`src/host_sys_ctrl_consts.svh`:
```
// Register offsets, field positions and reset values for the host system control registers
`ifndef HOST_SYS_CTRL_CONSTS_SVH
`define HOST_SYS_CTRL_CONSTS_SVH
`define BANK_MAC 4'h2
`define BANK_SYS 4'h3
`define OFF_MAC_HIGH 4'h4
`define OFF_BUS_SPEED 4'h0
`define OFF_EEPROM_CTRL 4'h2
`define OFF_SELF_TEST 4'h4
`define OFF_SOFT_RESET 4'h6
`define OFF_BUS_WIDTH 4'h8
`define SPEED_125 2'h0
`define SPEED_25 2'h3
`define CFG_SPEED_BIT 1
`define CFG_WIDTH_BIT 0
`define EE_SW_BIT 4
`define EE_IN_BIT 3
`define EE_DO_BIT 2
`define EE_SK_BIT 1
`define EE_CS_BIT 0
`define SOFT_RESET_BIT 0
`define BUS_WIDTH_BIT 0
`define TX_DONE_BIT 12
`define TX_FAIL_BIT 11
`define RX_DONE_BIT 4
`define RX_FAIL_BIT 3
`define BASE_DEFAULT 16'h0300
`define ZERO16 16'h0000
`endif

```
`src/host_sys_ctrl_pkg.sv`:
```
// Types shared by the host system control register bank
package host_sys_ctrl_pkg;
	typedef enum logic [1:0] {load_idle, load_wait, load_done} load_state_type;
endpackage : host_sys_ctrl_pkg

```
`src/strap_config_loader.sv`:
```
// Captures EEPROM-supplied configuration once after reset release
`timescale 1ns/1ns
`include "host_sys_ctrl_consts.svh"
module strap_config_loader (
	input wire logic clk,
	input wire logic rst,
	input wire logic eeprom_enable_strap,
	input wire logic cfg_valid,
	input wire logic [15:0] cfg_word,
	output logic load_pulse,
	output logic [1:0] loaded_speed,
	output logic loaded_width,
	output logic strap_high
);
	host_sys_ctrl_pkg::load_state_type state;

	// --------------------------------
	// Load sequence
	// --------------------------------
	// Strap is sampled after release, never under reset
	always_ff @(posedge clk or posedge rst) begin
		if (rst) begin
			state <= host_sys_ctrl_pkg::load_idle;
			load_pulse <= 1'b0;
			loaded_speed <= `SPEED_125;
			loaded_width <= 1'b0;
			strap_high <= 1'b0;
		end else begin
			load_pulse <= 1'b0;
			case (state)
				host_sys_ctrl_pkg::load_idle: begin
					strap_high <= eeprom_enable_strap;
					state <= eeprom_enable_strap ? host_sys_ctrl_pkg::load_wait : host_sys_ctrl_pkg::load_done;
				end
				host_sys_ctrl_pkg::load_wait: begin
					if (cfg_valid) begin
						loaded_speed <= cfg_word[`CFG_SPEED_BIT] ? `SPEED_25 : `SPEED_125;
						loaded_width <= cfg_word[`CFG_WIDTH_BIT];
						load_pulse <= 1'b1;
						state <= host_sys_ctrl_pkg::load_done;
					end
				end
				default: begin
					state <= host_sys_ctrl_pkg::load_done;
				end
			endcase
		end
	end
endmodule : strap_config_loader

```
`src/host_system_control_regs.sv`:
```
// Host-accessible system control registers: MAC high word, bus speed, EEPROM, self-test, soft reset
//
// Behaviour
// 16-bit read-write register holds the top MAC address word.
// Two-bit speed field selects 125, 62.5, 41.66 or 25 MHz.
// Without EEPROM, speed field resets to 125 MHz code.
// With EEPROM, config bit 1 loads speed 00 or 11.
// Software may overwrite the speed field after EEPROM load.
// Strap high loads base and MAC from EEPROM; low gives base 0x300.
// Software-access bit gates EEPROM pins to the control bits.
// Status bit returns live EEPROM serial input pin level.
// Bits 2..0 drive serial data out, clock and chip select.
// TX self-test done at bit 12, failed at bit 11.
// RX self-test done at bit 4, failed at bit 3.
// Soft reset bit: write 1 activates, 0 releases, resets 0.
// Soft reset hits cores, not base address registers.
// Bus width bit loads from config bit 0 when strap high.
// Bus width bit reads 1 for 16-bit, 0 for 8-bit.
// Reserved bits read zero and ignore writes.
`timescale 1ns/1ns
`include "host_sys_ctrl_consts.svh"
module host_system_control_regs (
	input wire logic clk,
	input wire logic rst,
	input wire logic [3:0] bank_sel,
	input wire logic [3:0] reg_offset,
	input wire logic reg_write,
	input wire logic reg_read,
	input wire logic [15:0] write_data,
	output logic [15:0] read_data,
	input wire logic eeprom_enable_strap,
	input wire logic cfg_valid,
	input wire logic [15:0] cfg_word,
	input wire logic [15:0] eeprom_mac_high,
	input wire logic [15:0] eeprom_base_addr,
	input wire logic eeprom_serial_in_pin,
	output logic eeprom_serial_out_pin,
	output logic eeprom_serial_clock_pin,
	output logic eeprom_chip_select_pin,
	output logic eeprom_loader_serial_out,
	input wire logic eeprom_loader_out,
	input wire logic eeprom_loader_clock,
	input wire logic eeprom_loader_select,
	input wire logic tx_mem_test_done,
	input wire logic tx_mem_test_failed,
	input wire logic rx_mem_test_done,
	input wire logic rx_mem_test_failed,
	output logic [1:0] bus_speed_select,
	output logic soft_reset_active,
	output logic [15:0] base_address
);
	logic [15:0] host_mac_address_high;
	logic eeprom_software_access;
	logic [2:0] eeprom_pin_bits;
	logic bus_width_config;
	logic load_pulse;
	logic [1:0] loaded_speed;
	logic loaded_width;
	logic strap_high;
	logic [15:0] next_read_data;

	// Register select helper, shared by write and read decode
	function automatic logic hit(input logic [3:0] bank, input logic [3:0] off,
		input logic [3:0] want_bank, input logic [3:0] want_off);
		hit = (bank == want_bank) && (off == want_off);
	endfunction : hit

	// --------------------------------
	// Configuration load
	// --------------------------------
	strap_config_loader loader (
		.clk(clk),
		.rst(rst),
		.eeprom_enable_strap(eeprom_enable_strap),
		.cfg_valid(cfg_valid),
		.cfg_word(cfg_word),
		.load_pulse(load_pulse),
		.loaded_speed(loaded_speed),
		.loaded_width(loaded_width),
		.strap_high(strap_high)
	);

	// --------------------------------
	// Stored registers
	// --------------------------------
	// MAC high word; EEPROM load wins over a same-cycle write
	always_ff @(posedge clk or posedge rst) begin
		if (rst) begin
			host_mac_address_high <= `ZERO16;
		end else if (load_pulse) begin
			host_mac_address_high <= eeprom_mac_high;
		end else if (reg_write && hit(bank_sel, reg_offset, `BANK_MAC, `OFF_MAC_HIGH)) begin
			host_mac_address_high <= write_data;
		end
	end

	// Base address lives with the bus interface, untouched by soft reset
	always_ff @(posedge clk or posedge rst) begin
		if (rst) begin
			base_address <= `BASE_DEFAULT;
		end else if (load_pulse) begin
			base_address <= eeprom_base_addr;
		end
	end

	// Speed field: reset to fastest, EEPROM may lower it, software overrides later
	always_ff @(posedge clk or posedge rst) begin
		if (rst) begin
			bus_speed_select <= `SPEED_125;
		end else if (load_pulse) begin
			bus_speed_select <= loaded_speed;
		end else if (reg_write && hit(bank_sel, reg_offset, `BANK_SYS, `OFF_BUS_SPEED)) begin
			bus_speed_select <= write_data[1:0];
		end
	end

	// EEPROM access and pin bits; bit 3 is read-only and never stored
	always_ff @(posedge clk or posedge rst) begin
		if (rst) begin
			eeprom_software_access <= 1'b0;
			eeprom_pin_bits <= 3'h0;
		end else if (reg_write && hit(bank_sel, reg_offset, `BANK_SYS, `OFF_EEPROM_CTRL)) begin
			eeprom_software_access <= write_data[`EE_SW_BIT];
			eeprom_pin_bits <= write_data[`EE_DO_BIT:`EE_CS_BIT];
		end
	end

	// Soft reset level, held until software writes 0
	always_ff @(posedge clk or posedge rst) begin
		if (rst) begin
			soft_reset_active <= 1'b0;
		end else if (reg_write && hit(bank_sel, reg_offset, `BANK_SYS, `OFF_SOFT_RESET)) begin
			soft_reset_active <= write_data[`SOFT_RESET_BIT];
		end
	end

	// Bus width is read-only to the host, fed only by the config load
	always_ff @(posedge clk or posedge rst) begin
		if (rst) begin
			bus_width_config <= 1'b0;
		end else if (load_pulse && strap_high) begin
			bus_width_config <= loaded_width;
		end
	end

	// --------------------------------
	// EEPROM pins
	// --------------------------------
	// Software owns the pins only while access is on; otherwise the loader drives them
	always_comb begin
		if (eeprom_software_access) begin
			eeprom_serial_out_pin = eeprom_pin_bits[`EE_DO_BIT];
			eeprom_serial_clock_pin = eeprom_pin_bits[`EE_SK_BIT];
			eeprom_chip_select_pin = eeprom_pin_bits[`EE_CS_BIT];
		end else begin
			eeprom_serial_out_pin = eeprom_loader_out;
			eeprom_serial_clock_pin = eeprom_loader_clock;
			eeprom_chip_select_pin = eeprom_loader_select;
		end
	end

	// Serial input is shared with the loader regardless of access
	assign eeprom_loader_serial_out = eeprom_serial_in_pin;

	// --------------------------------
	// Read path
	// --------------------------------
	// Unmapped offsets and reserved bits read as zero
	always_comb begin
		next_read_data = `ZERO16;
		if (hit(bank_sel, reg_offset, `BANK_MAC, `OFF_MAC_HIGH)) begin
			next_read_data = host_mac_address_high;
		end else if (hit(bank_sel, reg_offset, `BANK_SYS, `OFF_BUS_SPEED)) begin
			next_read_data[1:0] = bus_speed_select;
		end else if (hit(bank_sel, reg_offset, `BANK_SYS, `OFF_EEPROM_CTRL)) begin
			next_read_data[`EE_SW_BIT] = eeprom_software_access;
			next_read_data[`EE_IN_BIT] = eeprom_serial_in_pin;
			next_read_data[`EE_DO_BIT:`EE_CS_BIT] = eeprom_pin_bits;
		end else if (hit(bank_sel, reg_offset, `BANK_SYS, `OFF_SELF_TEST)) begin
			next_read_data[`TX_DONE_BIT] = tx_mem_test_done;
			next_read_data[`TX_FAIL_BIT] = tx_mem_test_failed;
			next_read_data[`RX_DONE_BIT] = rx_mem_test_done;
			next_read_data[`RX_FAIL_BIT] = rx_mem_test_failed;
		end else if (hit(bank_sel, reg_offset, `BANK_SYS, `OFF_SOFT_RESET)) begin
			next_read_data[`SOFT_RESET_BIT] = soft_reset_active;
		end else if (hit(bank_sel, reg_offset, `BANK_SYS, `OFF_BUS_WIDTH)) begin
			next_read_data[`BUS_WIDTH_BIT] = bus_width_config;
		end
	end

	// Read data registered; holds last value between reads
	always_ff @(posedge clk or posedge rst) begin
		if (rst) begin
			read_data <= `ZERO16;
		end else if (reg_read) begin
			read_data <= next_read_data;
		end
	end
endmodule : host_system_control_regs

```
`config.mk`:
```
export PLATFORM = sky130hd
export DESIGN_NAME = host_system_control_regs
export DESIGN_NICKNAME = d
export VERILOG_FILES = /design/src/host_sys_ctrl_pkg.sv /design/src/strap_config_loader.sv /design/src/host_system_control_regs.sv
export VERILOG_INCLUDE_DIRS = /design/src
export SDC_FILE = /design/constraint.sdc
export NUM_CORES = 1
export LEC_CHECK = 0
export BUFFER_PORTS_ARGS = -buffer_cell sky130_fd_sc_hd__buf_2
export CORE_UTILIZATION = 47
export CTS_CLUSTER_SIZE = 28
export DETAILED_ROUTE_END_ITERATION = 10
export GPL_ROUTABILITY_DRIVEN = 0
export PLACE_DENSITY = 0.79
export SLEW_MARGIN = 20
export SYNTH_ARGS = -nofsm -noshare
export SYNTH_HDL_FRONTEND = slang
export SYNTH_SLANG_ARGS = --single-unit
```
`constraint.sdc`:
```
create_clock -name clk -period 1.8 [get_ports clk]
set_input_delay 0 -clock clk [delete_from_list [all_inputs] [get_ports clk]]
set_output_delay 0 -clock clk [all_outputs]
set_load 0.005 [all_outputs]
```
==> results of run 1 <==
## sequential cells by signal, indices dropped and copies added (netlist names), 2 cells and up
signal,cells
base_address,16
bus_speed_select,2
eeprom_pin_bits,3
host_mac_address_high,16
loader.state,2
read_data,16
## kinds of logic (layout without fill, tap and decap cells)
| kind of cell | count (synthesis) | in the layout | share of synthesized area [%] |
|---|---|---|---|
| AOI/OAI and AO/OA | 61 | 61 | 14.7 |
| buffers and inverters | 29 | 203 | 5.06 |
| DFF | 62 | 62 | 54.7 |
| muxes | 32 | 32 | 12.5 |
| and+or+nand+nor | 64 | 64 | 13.0 |
## stage by stage
step           power, mW  instance area, sq um
5_1_grt             3.51                  4270
4_1_cts             3.39                  4270
2_1_floorplan       1.67                  2840
6_report            3.37                  4270
3_3_place_gp        1.83                  3470
3_5_place_dp        1.84                  3470
## placed cells by master (no fill, tap or decap), types with 4 or more instances in the layout
cell type / netlist / layout
dlygate4sd3_1: 0 / 57
clkbuf_8: 1 / 9
a31oi_1: 18 / 18
buf_4: 2 / 5
nor2_1: 12 / 12
o21ai_0: 9 / 9
buf_2: 2 / 110
a21oi_1: 7 / 7
nand3_1: 12 / 12
nand2_1: 22 / 22
dfrtp_1: 60 / 60
mux2_2: 28 / 28
mux2i_1: 4 / 4
inv_1: 12 / 11
a2bb2oi_1: 16 / 16
## cell type report
type                            instances  area (sq um)  share of cell area, %
Sequential cell                        62          1550                   36.4
Clock buffer                           10           128                   2.99
Clock inverter                          6           110                   2.58
Tap cell                               72          90.1                   2.11
Timing Repair Buffer                  174          1200                   28.0
Multi-Input combinational cell        157          1140                   26.8
Inverter                               13          48.8                   1.14
## worst paths after layout
path / start / endpoint / slack, ns / cells past startpoint
max: loader.load_pulse / bus_speed_select[1] / 0.18 / 3
min: reg_read / read_data[4] / 0.04 / 2
max reg2reg: loader.load_pulse / bus_speed_select[1] / 0.18 / 3
min reg2reg: base_address[1] / base_address[1] / 0.50 / 1
max in group asynchronous: rst / base_address[8] / 0.89 / 4
min in group asynchronous: rst / host_mac_address_high[7] / 0.26 / 3
## repair_timing
item                                    in CTS  in global routing
hold buffers                                57                  0
hold endpoints to repair                    69                  0
endpoints found under the setup margin       0                  0
## power breakdown
group | internal, mW | total [mW] | leakage, nW | switching [mW]
clock network | 0.917 | 1.46 | 0.112 | 0.545
registers | 1.47 | 1.51 | 0.819 | 0.0412
logic | 0.236 | 0.404 | 1.18 | 0.168
total | 2.62 | 3.37 | 2.11 | 0.754
## metal layers
layer / share of wire [%] / vias to the layer above
met5: 0 / -
met4: 2.7 / 0
met3: 6.5 / 22
met2: 50 / 93
met1: 41 / 1257
li1: - / 1236
## worst reg2reg max path, delay by kind of cell, from the launching register on
family / cells / cell delay (ns)
flops: 1 / 0.56
simple gates: 1 / 0.30
buf+inv: 1 / 0.56
compound gates: 1 / 0.07
==> results.toml, run 1 <==
[run_status]
outcome = "complete, no violations"

[synth]
synth_commonest_cells = "60 x dfrtp_1, 28 x mux2_2, 22 x nand2_1"
synth_edf_count = 0
async_reset_ff_share_pct = 100
yosysSeqAreaShare_pct = 54.7
syn_area_sq_um = 2840
synth.area.top_cells = "dfrtp_1 53%, mux2_2 11%, a2bb2oi_1 4.9%, a31oi_1 4.0%, nand2_1 2.9%"
avgSynthCellArea_sq_um = 11.5
ys_seq_elements = 62
synthCells = 248
syn_nets = 334
synth_cell_types = 39
yosysMostFrequentCell = "dfrtp_1"
synth_top_area_cell = "dfrtp_1"
yosys_warnings = 0
synth-main-ff-cell = "dfrtp_1"
synth_top_area_share_pct = 52.8

[detailed_routing]
vias_per_cell = 5.28
drc = 0
dr.pass1.iters = 4
routed_wl_microns = 7660
drt_iter0_drc = 80
antenna_left = 0
vias = 2608
wire_per_inst_microns = 15.5

[timing]
period_share_pct = 90.0
worst_slew_pin_slew_ns = 0.545
rsz0062_at_grt = "no"
setup_viol = 0
slew_viol_final = 0
tns_ns = 0
min_period_ns = 1.62
hold_viol_final = 0
fmax_mhz = 617
setup_ws_ns = 0.179
holdWs_ns = 0.0430
slew_headroom_pct = 63.4
finClkSkew_ns = 0.00722

[grt]
grt_util_all_layers_pct = 25.8
use_met1_pct = 28.8
antenna_found_initial = 0
grt_start_max_net_pins = 39
grt_pass1_wl_microns = 12200
grt_pass1_vias = 2711
grt_use_met2_pct = 45.3
grt_util_met3_pct = 8.00
grt_overflow_total = 0
top_usage_layer = "met2"

[pwr]
power.leakage_nw = 2.11
p_per_area_nw_per_um2 = 789
irDropWorstVdd_v = 0.000681

[hold_path]
hold_path_class = "in2reg"

[die]
die_h_microns = 79.8
ioPinCount = 125
coreArea_sq_um = 5680
die_area_sq_um = 6360
rows = 27
initial_utilization_pct = 50.1
die_x_microns = 79.8

[clocking]
path_clk_slew_ns = 0.07
cts_buffer_depth = 2
cts_root_buffer = "clkbuf_8"
cts_tree = "done"
cts_resized = 0
postCtsSetupBuffers = 0
cts_buffers = 9
cts.sinks = 62
h-tree-depth = 3
clock_latency_ns = 0.34

[critical_path]
crit_path_max_incr_delay_ns = 0.56
required_ns = 2.00
critPathCaptureType = "flip-flop"
slowest_stage = "dfrtp_1"
critPathLaunchType = "flip-flop"
crit_family = "flip-flops"
worst-setup-path-type = "reg2reg"
crit_chain = "clkinv_1, nor2_1, a21oi_1"
cp_num_buf_inv = 1
arrival_ns = 1.82
crit_fanout = 19

[place]
port_buffers = 110
hpwl_microns = 4850
dp_slack_ns = 0.200
dp_cells = 421

[final_layout]
drive_gt1_share_pct = 40.3
synthToLayoutAreaGrowth_pct = 50.4
stdcell_count = 494
fill_cells = 392
fin_nets = 503
antenna_cells = 0
fin_util_pct = 75.3

[run]
drv_cap = 0
Note: power is estimated with default switching activity, not from simulation.
==> inputs of run 2 (changes only) <==
Settings changed: ABC_AREA set to 1, CORE_MARGIN set to 2, CORE_UTILIZATION 47 to 48, PLACE_DENSITY 0.79 to 0.8, SLEW_MARGIN 20 to 0.
==> run 2 against run 1 <==
- fmax fell by 1.8%
- utilization shrank 3.4 points
- first-iteration DRC count up 110%
- via count rose by 13%
- clock power shrank 6%
- critical path depth increased by 4
- synthesized cell count rose by 51%
- clock-buffer cell count stayed put
- combinational power is essentially flat
- largest power group unchanged
==> results.toml, run 2 <==
[synth]
synth-main-ff-cell = "dfrtp_1"
synth_top_area_cell = "dfrtp_1"
async_reset_ff_share_pct = 100
syn_nets = 460
ys_seq_elements = 62
yosys_warnings = 0
synth_commonest_cells = "168 x nand2_1, 60 x dfrtp_1, 26 x inv_1"
synth_cell_types = 28
synthCells = 374
yosysSeqAreaShare_pct = 52.2
synth_edf_count = 0
syn_area_sq_um = 2980
synth_top_area_share_pct = 50.5
avgSynthCellArea_sq_um = 7.96
synth.area.top_cells = "dfrtp_1 50%, nand2_1 21%, nand2_2 3.6%, o21ai_0 3.4%, inv_1 3.3%"
yosysMostFrequentCell = "nand2_1"

[final_layout]
fin_area_sq_um = 4280
layout_commonest_cell = "nand2_1"
layout_common_cells = "168 x nand2_1, 110 x buf_2, 60 x dfrtp_1"
drive_gt1_share_pct = 31.9
antenna_cells = 0
reg_top3 = "base_address x16, host_mac_address_high x16, read_data x16"
synthToLayoutAreaGrowth_pct = 44.0
fill_cells = 490
fin_nets = 621

[pwr]
seqPwrFrac_pct = 46.3
irDropWorstVdd_v = 0.000451
power.leakage_nw = 2.28
netSwitchingFraction_pct = 24.2
switchingPower_mw = 0.799
intPower_mw = 2.50
p_per_area_nw_per_um2 = 771
clkPwrFrac_pct = 41.5
p_comb_share_pct = 12.2

[place]
dp_slack_ns = 0.570
hpwl_microns = 5100
port_buffers = 110
place_area_sq_um = 3570

[detailed_routing]
wire_per_inst_microns = 12.9
vias_per_cell = 4.79
dr.pass1.iters = 6
drt_iter0_drc = 165
vias = 2945
routed_wl_microns = 7920
antenna_left = 0
drc = 0

[die]
die_x_microns = 82.7
initial_utilization_pct = 50.0
die_h_microns = 82.7
die_area_sq_um = 6840
rows = 28
coreArea_sq_um = 5960
ioPinCount = 125

[grt]
antenna_found_initial = 0
grt_pass1_vias = 2866
grt_overflow_total = 0
grt_start_max_net_pins = 26
grt_util_all_layers_pct = 24.8
grt_pass1_wl_microns = 12600

[critical_path]
critPathLaunchType = "flip-flop"
required_ns = 2.07
slowest_stage = "dlygate4sd3_1"
crit_fanout = 25
path_common_cell = "nand2_1"
crit_family = "buffers and inverters"
critPathCaptureType = "flip-flop"
crit_path_max_incr_delay_ns = 0.55
worst-setup-path-type = "reg2reg"
arrival_ns = 1.92
cp_num_buf_inv = 3
crit_chain = "inv_1, buf_4, nand2_1, nand2_1, dlygate4sd3_1, nand2_1, o21ai_1"

[timing]
hold_viol_final = 0
period_share_pct = 91.7
fmax_mhz = 606
slew_headroom_pct = 65.1
setup_viol = 0
slew_viol_final = 0
tns_ns = 0
rsz0062_at_grt = "no"
worst_slew_pin_slew_ns = 0.523
finClkSkew_ns = 0.00819
setup_ws_ns = 0.149
min_period_ns = 1.65

[hold_path]
hold_path_class = "in2reg"

[clocking]
clock_latency_ns = 0.34
cts_resized = 0
cts.sinks = 62
cts_buffers = 9
cts_root_buffer = "clkbuf_8"
path_clk_slew_ns = 0.07
h-tree-depth = 3
cts_tree = "done"
cts_buffer_depth = 2

[run]
drv_cap = 0

[run_status]
outcome = "complete, no violations"
-- run 2: power by group through the flow --
stage | clock, mW | combinational, mW | sequential, mW
finish | 1.37 | 0.402 | 1.53
global route | 1.45 | 0.454 | 1.54
CTS | 1.39 | 0.399 | 1.53
detailed placement | 0 | 0.318 | 1.55
global placement | 0 | 0.304 | 1.55
floorplan | 0 | 0.158 | 1.54
-- run 2: cell families after synthesis --
family,count (synthesis),share of synthesized area [%]
multiplexers,1,0.378
AO/OA/AOI/OAI,40,7.74
buffers and inverters,48,7.65
AND/OR/NAND/NOR,223,32.0
flip-flops,62,52.2
-- run 2: worst register-to-register path, cell delays in order, from the launching register on --
cell	delay, ns
dfrtp_1	0.40
inv_1	0.08
buf_4	0.26
nand2_1	0.10
nand2_1	0.06
dlygate4sd3_1	0.55
nand2_1	0.06
o21ai_1	0.08
-- run 2: layout make-up --
cell class,count,area (sq um),area share (%)
Clock buffer,10,138,3.21
Clock inverter,6,85.1,1.99
Inverter,31,119,2.77
Multi-Input combinational cell,264,1190,27.9
Sequential cell,62,1550,36.3
Tap cell,75,93.8,2.19
Timing Repair Buffer,167,1100,25.7
-- run 2: final timing paths --
kind | cells after the start | slack (ns) | from | to
setup / recovery | 7 | 0.15 | loader.load_pulse | host_mac_address_high[6]
hold / removal | 5 | 0.01 | eeprom_mac_high[9] | host_mac_address_high[9]
setup reg to reg | 7 | 0.15 | loader.load_pulse | host_mac_address_high[6]
hold reg to reg | 2 | 0.47 | base_address[15] | base_address[15]
max in group asynchronous | 4 | 0.81 | rst | base_address[9]
min in group asynchronous | 3 | 0.29 | rst | host_mac_address_high[5]
-- run 2: timing repair --
| item | CTS | global route |
|---|---|---|
| endpoints found under the hold margin | 66 | 0 |
| hold buffers | 49 | 0 |
| setup buffers | 0 | 0 |
-- run 2: stage by stage --
stage                     util (%)  instances  total power [mW]  hold slack (ns)
after CTS                     71.9        615              3.31          0.00354
after global placement        60.0        550              1.85           0.0561
final                         71.9        615              3.30           0.0138
after detailed placement      60.0        550              1.87           0.0745
after global routing          71.9        615              3.44           0.0205
after floorplan                  -        374              1.70           0.0808
-- run 2: per-layer routing --
| layer | track usage, % | vias up | wire length, microns |
|---|---|---|---|
| met5 | 0 | - | 0 |
| met4 | 11.3 | 0 | 201 |
| met3 | 5.87 | 17 | 392 |
| met2 | 43.3 | 101 | 4030 |
| met1 | 28.7 | 1355 | 3290 |
| li1 | - | 1472 | - |
==> inputs of run 3 (changes only) <==
Settings changed: BUFFER_PORTS_ARGS -buffer_cell sky130_fd_sc_hd__buf_2 to unset, CORE_UTILIZATION 48 to 63, DONT_BUFFER_PORTS set to 1, PLACE_DENSITY 0.8 to 0.79.
==> run 3 against run 2 <==
- die area down 23%
- critical path depth down 1
- cell count down 19%
- cell area down 9.2%
- non-clock buffer count down 95
- utilization up 12 points
- clock skew down 0.0010 ns
- first-iteration DRC count up 19%
- global-route usage up 5.0 points
- clock-buffer cell count up 1
- routed wire length down 3.6%
- largest power group unchanged
==> results.toml, run 3 (synthesis results as in run 2) <==
[place]
port_buffers = 0
place_area_sq_um = 2980
dp_cells = 417
dp_slack_ns = 0.471
hpwl_microns = 4190

[critical_path]
worst-setup-path-type = "reg2reg"
critPathCaptureType = "flip-flop"
crit_fanout = 38
path_common_cell = "nand2_1"
path_depth = 6
cp_num_buf_inv = 2
crit_family = "buffers and inverters"
critPathLaunchType = "flip-flop"
required_ns = 2.07
crit_chain = "buf_4, nand2_1, nand2_1, dlygate4sd3_1, nand2_2, o21ai_2"
arrival_ns = 1.86
crit_path_max_incr_delay_ns = 0.56
r2r_cells = 6
slowest_stage = "dlygate4sd3_1"

[detailed_routing]
antenna_left = 0
vias = 2679
routed_wl_microns = 7630
dr.pass1.iters = 4
drt_iter0_drc = 196
drc = 0
wire_per_inst_microns = 15.3
vias_per_cell = 5.36

[pwr]
seqPwrFrac_pct = 45.7
switchingPower_mw = 0.780
power.leakage_nw = 1.91
clkPwrFrac_pct = 45.2
netSwitchingFraction_pct = 23.1
p_comb_share_pct = 9.1
irDropWorstVdd_v = 0.000750
p_per_area_nw_per_um2 = 867
intPower_mw = 2.59

[hold_path]
hold_path_class = "in2out"
min_path_cells = 0

[timing]
min_period_ns = 1.60
period_share_pct = 88.7
slew_headroom_pct = 58.6
finClkSkew_ns = 0.00717
slew_viol_final = 0
tns_ns = 0
setup_viol = 0
rsz0062_at_grt = "no"
worst_slew_pin_slew_ns = 0.620
setup_ws_ns = 0.204
hold_viol_final = 0
fmax_mhz = 626

[clocking]
path_clk_slew_ns = 0.07
cts_tree = "done"
cts_buffer_depth = 2
hold_buffers = 66
postCtsSetupBuffers = 0
cts_resized = 0
cts_root_buffer = "clkbuf_8"
clock_latency_ns = 0.33
h-tree-depth = 3
cts.sinks = 62
cts_buffers = 9

[grt]
antenna_found_initial = 1
grt_util_all_layers_pct = 29.8
grt_overflow_total = 0
grt_pass1_vias = 2659
grt_pass1_wl_microns = 12000
grt_start_max_net_pins = 39

[die]
coreArea_sq_um = 4630
ioPinCount = 125
rows = 25
die_x_microns = 72.7
die_area_sq_um = 5290
initial_utilization_pct = 64.3
die_h_microns = 72.7

[final_layout]
synthToLayoutAreaGrowth_pct = 30.7
layout_commonest_cell = "nand2_1"
stdcell_count = 500
layout_common_cells = "168 x nand2_1, 66 x dlygate4sd3_1, 60 x dfrtp_1"
fin_util_pct = 84.0
drive_gt1_share_pct = 13.3
fin_area_sq_um = 3890
fin_nets = 526
reg_top3 = "base_address x16, host_mac_address_high x16, read_data x16"

[run_status]
outcome = "complete, no violations"

[run]
drv_cap = 0
==> run 3: path summary, 6_finish.rpt <==
path	start	to	slack, ns
max	loader.load_pulse	host_mac_address_high[3]	0.20
min	eeprom_serial_in_pin	eeprom_loader_serial_out	0.000003
max reg2reg	loader.load_pulse	host_mac_address_high[3]	0.20
min reg2reg	host_mac_address_high[7]	host_mac_address_high[7]	0.48
max in group asynchronous	rst	base_address[8]	0.89
min in group asynchronous	rst	eeprom_pin_bits[0]	0.21
==> run 3: per-stage QoR <==
step                      total power, mW  hold slack, ns
after floorplan                      1.70          0.0808
after global placement               1.74        -0.00814
after detailed placement             1.75        -0.00451
after CTS                            3.36       0.0000881
after global routing                 3.49       0.0000187
final                                3.37      0.00000323
==> run 3: final cells by class <==
| cell class | count | area (sq um) |
|---|---|---|
| antenna | 1 | 2.50 |
| clock buffer | 11 | 141 |
| clock inverter | 5 | 106 |
| fill | 264 | 739 |
| inverter | 31 | 119 |
| multi-input combinational | 264 | 1190 |
| sequential | 62 | 1550 |
| tap | 54 | 67.6 |
| timing repair buffer | 72 | 706 |
==> run 3: power by group through the flow <==
stage               logic (mW)  registers (mW)  clock network [mW]
floorplan                0.158            1.54                   0
global placement         0.175            1.56                   0
detailed placement       0.183            1.56                   0
CTS                      0.297            1.54                1.53
global route             0.343            1.55                1.60
finish                   0.308            1.54                1.52
==> run 3: routing by layer <==
layer,global-route usage [%],wire length (microns),vias up
met3,8.15,507,17
met2,47.3,3670,116
met1,38.8,3330,1268
met4,12.3,129,0
li1,-,-,1278
met5,0,0,-
